[src/irpc_pkg.sv]
// Constants, register map and carrier types for the infrared pulse codec.
// Assumes a single core clock and a plain register port; offsets are byte indexes.
// Summary of operation
// - Codec active whenever any USART selects infrared
// - Pin levels are inverse of infrared pulse
// - Event input replaces the RX pin entirely
// - Pulse length zero gives 3/16 bit
// - Values 1..254 give that many clocks
// - Fixed pulses start on baud clock rise
// - Value 255 passes TX and RX unchanged
// - Pass-through supports half-duplex, loop-back, events
// - Settings inert unless infrared mode selected
// - Receive filter zero means no filtering
// - Filter x needs x+1 equal samples
// - Short pulses decode as logical one
// - Event select 0000 none, 1nnn channel
// - Mode field value 10 means infrared
package irpc_pkg;
    localparam int unsigned CLK_HZ        = 25000000;
    localparam int unsigned N_USART       = 2;
    localparam int unsigned N_EVCH        = 8;
    localparam logic [1:0]  ADDR_EVCH     = 2'h0;
    localparam logic [1:0]  ADDR_TXPL     = 2'h1;
    localparam logic [1:0]  ADDR_RXFL     = 2'h2;
    localparam logic [7:0]  RST_REG       = 8'h00;
    localparam logic [1:0]  COMM_MODE_IR  = 2'h2;
    localparam logic [7:0]  TXPL_BAUD     = 8'h00;
    localparam logic [7:0]  TXPL_BYPASS   = 8'hFF;
    localparam logic [7:0]  RXFL_OFF      = 8'h00;
    localparam int unsigned EV_EN_BIT     = 3;
    localparam int unsigned SIXTEENTHS    = 3;
    localparam logic [3:0]  OVS_LAST      = 4'hF;
    localparam logic [3:0]  OVS_PULSE_END = 4'(SIXTEENTHS);

    typedef struct packed {
        logic [1:0] addr;
        logic [7:0] wdata;
        logic       wr;
        logic       rd;
    } irpc_bus_s;

    typedef struct packed {
        logic [7:0] ev_sel;
        logic [7:0] txpl;
        logic [7:0] rxfl;
    } irpc_cfg_s;
endpackage : irpc_pkg

[src/irpc_codec.sv]
// Top of the infrared pulse codec between NU USARTs and its TX/RX pins.
// Assumes USART mode fields, TX level and 16x oversample tick arrive synchronous.
`timescale 1ns/1ps
module irpc_codec #(
    parameter int unsigned NU = irpc_pkg::N_USART
) (
    input  wire logic                 core_clk_i,
    input  wire logic                 rst_n_i,
    input  wire irpc_pkg::irpc_bus_s  bus_i,
    output logic [7:0]                rdata_o,
    input  wire logic [2*NU-1:0]      communication_mode_select_i,
    input  wire logic [NU-1:0]        usart_tx_i,
    input  wire logic                 ovs_tick_i,
    input  wire logic [3:0]           ovs_phase_i,
    input  wire logic [7:0]           event_channel_n_i,
    input  wire logic                 rx_pin_i,
    output logic                      tx_pin_o,
    output logic [NU-1:0]             usart_rx_o,
    output logic                      active_o
);
    import irpc_pkg::*;

    irpc_cfg_s  cfg_reg;
    logic [7:0] rdata_reg;
    logic [NU-1:0] ir_sel;
    logic       active;
    logic       tx_sel;
    logic       pulse;
    logic       rx_src;
    logic       rx_pulse;
    logic       filt;
    logic       short_ok;
    logic [7:0] hi_reg;
    logic       rx_dec_reg;
    logic       tx_pin_reg;
    logic [NU-1:0] rx_out_reg;
    logic       active_reg;

    genvar g;
    generate
        for (g = 0; g < NU; g++) begin : g_sel
            assign ir_sel[g] = communication_mode_select_i[2*g +: 2] == COMM_MODE_IR;
        end
    endgenerate

    assign active = |ir_sel;

    always_comb begin
        tx_sel = 1'b1;
        for (int i = 0; i < NU; i++) begin
            if (ir_sel[i]) begin
                tx_sel = usart_tx_i[i];
            end
        end
    end

    always_ff @(posedge core_clk_i) begin
        if (!rst_n_i) begin
            cfg_reg <= '{ev_sel: RST_REG, txpl: RST_REG, rxfl: RST_REG};
        end else if (bus_i.wr) begin
            case (bus_i.addr)
                ADDR_EVCH:  cfg_reg.ev_sel <= {4'h0, bus_i.wdata[3:0]};
                ADDR_TXPL:  cfg_reg.txpl  <= bus_i.wdata;
                ADDR_RXFL:  cfg_reg.rxfl  <= bus_i.wdata;
                default:    cfg_reg       <= cfg_reg;
            endcase
        end
    end

    always_ff @(posedge core_clk_i) begin
        if (!rst_n_i) begin
            rdata_reg <= 8'h00;
        end else if (bus_i.rd) begin
            case (bus_i.addr)
                ADDR_EVCH:  rdata_reg <= cfg_reg.ev_sel;
                ADDR_TXPL:  rdata_reg <= cfg_reg.txpl;
                ADDR_RXFL:  rdata_reg <= cfg_reg.rxfl;
                default:    rdata_reg <= 8'h00;
            endcase
        end else begin
            rdata_reg <= 8'h00;
        end
    end

    irpc_tx_shaper u_tx (
        .core_clk_i  (core_clk_i),
        .rst_n_i     (rst_n_i),
        .active_i    (active),
        .txpl_i      (cfg_reg.txpl),
        .tx_bit_i    (tx_sel),
        .ovs_tick_i  (ovs_tick_i),
        .ovs_phase_i (ovs_phase_i),
        .pulse_o     (pulse)
    );

    // Reserved select codes fall back to the pin
    assign rx_src = cfg_reg.ev_sel[EV_EN_BIT] ?
                    event_channel_n_i[cfg_reg.ev_sel[2:0]] : rx_pin_i;
    assign rx_pulse = !rx_src;

    irpc_rx_filter u_rx (
        .core_clk_i (core_clk_i),
        .rst_n_i    (rst_n_i),
        .rxfl_i     (cfg_reg.rxfl),
        .raw_i      (rx_pulse),
        .filt_o     (filt)
    );

    // Minimum width is the filter count plus one clock; high runs shorter are dropped
    always_ff @(posedge core_clk_i) begin
        if (!rst_n_i || !filt) begin
            hi_reg <= 8'h00;
        end else if (hi_reg != 8'hFF) begin
            hi_reg <= hi_reg + 8'h01;
        end
    end

    assign short_ok = filt && (hi_reg >= cfg_reg.rxfl);

    // Decoded zero is held until the OVS_LAST (phase 15) tick of the baud period
    always_ff @(posedge core_clk_i) begin
        if (!rst_n_i) begin
            rx_dec_reg <= 1'b1;
        end else if (short_ok) begin
            rx_dec_reg <= 1'b0;
        end else if (ovs_tick_i && ovs_phase_i == OVS_LAST) begin
            rx_dec_reg <= 1'b1;
        end
    end

    always_ff @(posedge core_clk_i) begin
        if (!rst_n_i) begin
            tx_pin_reg <= 1'b1;
            rx_out_reg <= '1;
            active_reg <= 1'b0;
        end else begin
            active_reg <= active;
            if (!active) begin
                tx_pin_reg <= tx_sel;
                rx_out_reg <= {NU{rx_pin_i}};
            end else if (cfg_reg.txpl == TXPL_BYPASS) begin
                tx_pin_reg <= tx_sel;
                rx_out_reg <= (ir_sel & {NU{rx_src}}) | ~ir_sel;
            end else begin
                tx_pin_reg <= !pulse;
                rx_out_reg <= (ir_sel & {NU{rx_dec_reg}}) | ~ir_sel;
            end
        end
    end

    assign tx_pin_o   = tx_pin_reg;
    assign usart_rx_o = rx_out_reg;
    assign active_o   = active_reg;
    assign rdata_o    = rdata_reg;
endmodule : irpc_codec

[src/irpc_tx_shaper.sv]
// Transmit pulse shaper: turns a USART TX level into an infrared pulse.
// Assumes ovs_tick_i marks the 16x oversample clock, phase 0 at bit start.
`timescale 1ns/1ps
module irpc_tx_shaper (
    input  wire logic                 core_clk_i,
    input  wire logic                 rst_n_i,
    input  wire logic                 active_i,
    input  wire logic [7:0]           txpl_i,
    input  wire logic                 tx_bit_i,
    input  wire logic                 ovs_tick_i,
    input  wire logic [3:0]           ovs_phase_i,
    output logic                      pulse_o
);
    import irpc_pkg::*;

    logic [7:0] cnt_reg;
    logic       pulse_reg;
    logic       bit_start;

    // A zero bit begins at phase 0 of a baud period
    assign bit_start = ovs_tick_i && (ovs_phase_i == 4'h0) && !tx_bit_i;

    always_ff @(posedge core_clk_i) begin
        if (!rst_n_i || !active_i) begin
            pulse_reg <= 1'b0;
            cnt_reg   <= 8'h00;
        end else if (txpl_i == TXPL_BAUD) begin
            if (bit_start) begin
                pulse_reg <= 1'b1;
            end else if (ovs_tick_i && ovs_phase_i == OVS_PULSE_END) begin
                pulse_reg <= 1'b0;
            end
        end else if (txpl_i != TXPL_BYPASS) begin
            if (bit_start) begin
                pulse_reg <= 1'b1;
                cnt_reg   <= txpl_i - 8'h01;
            end else if (cnt_reg != 8'h00) begin
                cnt_reg <= cnt_reg - 8'h01;
            end else begin
                pulse_reg <= 1'b0;
            end
        end else begin
            pulse_reg <= !tx_bit_i;
        end
    end

    assign pulse_o = pulse_reg;
endmodule : irpc_tx_shaper

[src/irpc_rx_filter.sv]
// Receive sample filter: a level is accepted after x+1 equal samples.
// Assumes input is already synchronous to the core clock.
`timescale 1ns/1ps
module irpc_rx_filter (
    input  wire logic                 core_clk_i,
    input  wire logic                 rst_n_i,
    input  wire logic [7:0]           rxfl_i,
    input  wire logic                 raw_i,
    output logic                      filt_o
);
    import irpc_pkg::*;

    logic [7:0] run_reg;
    logic       prev_reg;
    logic       held_reg;

    always_ff @(posedge core_clk_i) begin
        if (!rst_n_i) begin
            prev_reg <= 1'b0;
            run_reg  <= 8'h00;
        end else begin
            prev_reg <= raw_i;
            if (raw_i != prev_reg) begin
                run_reg <= 8'h00;
            end else if (run_reg != 8'hFF) begin
                run_reg <= run_reg + 8'h01;
            end
        end
    end

    always_ff @(posedge core_clk_i) begin
        if (!rst_n_i) begin
            held_reg <= 1'b0;
        end else if (rxfl_i == RXFL_OFF) begin
            held_reg <= raw_i;
        end else if (raw_i == prev_reg && run_reg >= rxfl_i - 8'h01) begin
            held_reg <= raw_i;
        end
    end

    // Zero filter must follow the input with a single-cycle lag
    assign filt_o = held_reg;
endmodule : irpc_rx_filter

[config.mk]
export PLATFORM = sky130hd
export DESIGN_NAME = irpc_codec
export DESIGN_NICKNAME = d
export VERILOG_FILES = /design/src/irpc_pkg.sv /design/src/irpc_codec.sv /design/src/irpc_tx_shaper.sv /design/src/irpc_rx_filter.sv
export SDC_FILE = /design/constraint.sdc
export NUM_CORES = 1
export LEC_CHECK = 0
export BUFFER_PORTS_ARGS = -buffer_cell sky130_fd_sc_hd__buf_4
export CAP_MARGIN = 15
export CORE_MARGIN = 2
export CORE_UTILIZATION = 39
export CTS_BUF_LIST = sky130_fd_sc_hd__clkbuf_4 sky130_fd_sc_hd__clkbuf_8
export CTS_CLUSTER_SIZE = 30
export DETAILED_ROUTE_END_ITERATION = 7
export PLACE_DENSITY_LB_ADDON = 0.1
export SETUP_SLACK_MARGIN = 0.05
export SKIP_CTS_REPAIR_TIMING = 1
export SYNTH_ARGS = -nofsm -noshare
export SYNTH_HDL_FRONTEND = slang
export SYNTH_HIERARCHICAL = 1
export SYNTH_SLANG_ARGS = --single-unit
[constraint.sdc]
create_clock -name core_clk_i -period 7.95 [get_ports core_clk_i]
set_clock_uncertainty 0.2 [all_clocks]
set_input_delay 0.3975 -clock core_clk_i [delete_from_list [all_inputs] [get_ports core_clk_i]]
set_output_delay 0.3975 -clock core_clk_i [all_outputs]
set_load 0.005 [all_outputs]
==> impl_metrics.ini <==
[min_path]
worstHoldPathType = primary input to flip-flop
worstHoldEndpoint = cfg_reg[15]
hold_depth = 3
hold_start = bus_i[9]

[critical_path]
timing.rr.start = cfg_reg[0]
crit_family = simple AND/OR/NAND/NOR gates
critPathCaptureType = flip-flop
rrSetupSlack_ps = 5320
cp.arrival_ps = 3170
r2r-end = u_rx/filt_o
reg2regPathDepth = 10
cp_cell_sequence = buf_4, and2b_2, nand2_1, o22a_1, nor4_2, buf_4, mux2i_1, ha_1, or4b_2, nor2_1, mux2i_1, o21ai_0, a21oi_1
crit_path_max_incr_delay_ps = 640
crit_slowest_cell = or4b_2
worstSetupPathType = primary input to flip-flop
crit_path_max_fanout = 14
path_buf_inv = 2
worstPathRequired_ps = 7980
start_kind = primary input

[route]
drtPass1Iterations = 4
route.detailed.drc = 0
drt_iter0_markers = 117
totalWireLength_mm = 8.52
num_vias = 3023
detail-route-antenna-nets = 0
vias_per_cell = 5.44
wl_per_cell_microns = 15.3

[cts]
clk_latency_ps = 350
htreeDepth = 3
cts_num_sinks = 60
cts-root-buf = clkbuf_8
cts_made_buffers = 9
cts_tree = yes
clk_pin_slew_ps = 80
clk_path_buf_depth = 2

[final_layout]
nets = 498
seq_area_sq_um = 1200
final_cell_mix = 60 x dfxtp_1, 47 x buf_4, 39 x nor2_1
layout_commonest_cell = dfxtp_1
fillCellCount = 881
final_cells = 556
multi_input_area_sq_um = 2100
fin_util_pct = 47.3
drive_above_1_share_pct = 19.6
diodes = 0
largest_reg_flops = 20
synthToLayoutAreaGrowth_pct = 18.9

[synthesis]
synthCells = 399
synth-async-reset-ratio_pct = 0
synth-seq-area-share_pct = 34.9
syn_area_per_cell_sq_um = 8.62
synth_seq_cells = 60
synth_cell_types = 73
synth_ff_type = dfxtp_1
postSynthNetCount = 454
yosysWarnings = 6
syn-cell-area_sq_um = 3440
synth-edff-count = 0

[global_routing]
grt_start_max_net_pins = 33
grt_usage_pct = 18.6
grt_pass1_vias = 2943
grtUsageMet3_pct = 5.65
use_met1_pct = 23.3
busiest_layer = met2
grt_pass1_wl_mm = 14.3
grt_use_met2_pct = 30.7
overflow = 0
antenna_found_initial = 0

[sta]
tns_ps = 0
whs_ps = 102
tightestPinTransition_ps = 905
relSlewSlack_pct = 39.5
post-route-period-util_pct = 39.4
rsz0062_at_grt = no
clock.fmax_ghz = 0.319
setup_ws_ps = 4820
timing_hold_violations_final = 0
period_minus_slack_ps = 3130
slew_viol_final = 0
setup_viol = 0

[power]
pwr-share-clk_pct = 45.1
p_comb_share_pct = 11.6
p_leak_nw = 1.58
ir_drop_uv = 87.4
p_int_uw = 532
p_switching_uw = 203
power_density_nw_per_um2 = 180
power_frac_seq_pct = 43.3
swShare_pct = 27.6

[floorplanning]
ios = 46
core_region_area_sq_um = 8640
dieArea_sq_um = 9580
rows = 34
die_height_microns = 97.9
die_x_microns = 97.9
initial_core_util_pct = 39.8

[outcome]
status = finished, final reports clean

[placed_design]
pre_cts_ws_ps = 4460
port_buffers = 45
hpwlAfterDp_mm = 6.28
place_congestion = 0.827
placed_cells = 540

[job]
max-cap-violations = 0
kinds of logic (layout without fill, tap and decap cells):
group	Yosys count	count (layout)	share of synthesized area (%)
buffers and inverters	31	80	3.89
and+or+nand+nor	163	163	25.2
adders and majority gates	21	21	7.64
DFF	60	60	34.9
AOI/OAI and AO/OA	90	90	18.6
muxes	19	19	5.90
xor gates and xnor gates	15	15	3.82
worst reg2reg max path: stages (launching register included):
cell      delay, ps
dfxtp_1         400
inv_1           140
ha_1            190
inv_1            60
or3_2           420
xor2_1          150
ha_1            280
o211ai_1         80
o31a_2          340
o21ai_2         130
mux2i_1         180
synthesized netlist by cell type, drive strengths merged (4+ instances only):
| library cell | number | area (sq um) |
|---|---|---|
| dfxtp | 60 | 1200 |
| nor2 | 40 | 153 |
| nand2 | 37 | 139 |
| nand3 | 25 | 130 |
| a21oi | 24 | 120 |
| ha | 21 | 263 |
| mux2i | 18 | 180 |
| inv | 17 | 63.8 |
| a21boi | 16 | 120 |
| o21ai | 11 | 58.8 |
| nor3 | 9 | 50.1 |
| xnor2 | 9 | 78.8 |
| nand4 | 8 | 56.3 |
| nor2b | 8 | 50.1 |
| buf | 7 | 32.5 |
| clkbuf | 7 | 37.5 |
| xor2 | 6 | 52.6 |
| or3 | 5 | 32.5 |
| a211oi | 4 | 35.0 |
| a21o | 4 | 31.3 |
| a22oi | 4 | 30.0 |
| and3 | 4 | 25.0 |
| nand2b | 4 | 27.5 |
| nor3b | 4 | 35.0 |
| o211ai | 4 | 35.0 |
| or4 | 4 | 37.5 |
metal layers:
layer | share of wire, % | vias to the layer above
met5 | 0 | -
met4 | 1.5 | 0
met3 | 4.0 | 12
met2 | 48 | 52
met1 | 47 | 1424
li1 | - | 1535
layout make-up:
| type | instances | area share (%) |
|---|---|---|
| Clock buffer | 9 | 3.03 |
| Inverter | 17 | 1.56 |
| Tap cell | 108 | 3.31 |
| Sequential cell | 60 | 29.4 |
| Multi-Input combinational cell | 308 | 51.5 |
| Timing Repair Buffer | 47 | 8.63 |
| Clock inverter | 7 | 2.60 |
power groups by stage:
stage	Clock, mW	Sequential [mW]	Combinational, mW
finish	0.332	0.318	0.0853
global route	0.351	0.319	0.0959
CTS	0.340	0.318	0.0859
detailed placement	0	0.325	0.0853
global placement	0	0.325	0.0844
floorplan	0	0.322	0.0572
per-stage QoR:
stage | area, sq um | total power, mW
floorplan | 3440 | 0.379
global placement | 3860 | 0.410
detailed placement | 3860 | 0.411
CTS | 4090 | 0.744
global route | 4090 | 0.767
finish | 4090 | 0.735
worst max path at each step:
stage | startpoint | depth (start not counted) | slack, ps | endpoint
after floorplan | communication_mode_select_i[0] | 12 | 4510 | u_tx/cnt_reg[6]
after global placement | communication_mode_select_i[0] | 13 | 4540 | u_tx/cnt_reg[6]
after detailed placement | communication_mode_select_i[0] | 13 | 4460 | u_tx/cnt_reg[6]
after CTS | communication_mode_select_i[0] | 13 | 4850 | u_tx/cnt_reg[6]
after global routing | communication_mode_select_i[0] | 13 | 4610 | u_tx/cnt_reg[6]
final | communication_mode_select_i[0] | 13 | 4820 | u_tx/cnt_reg[6]
No activity file was read; power rests on OpenSTA's default activity.
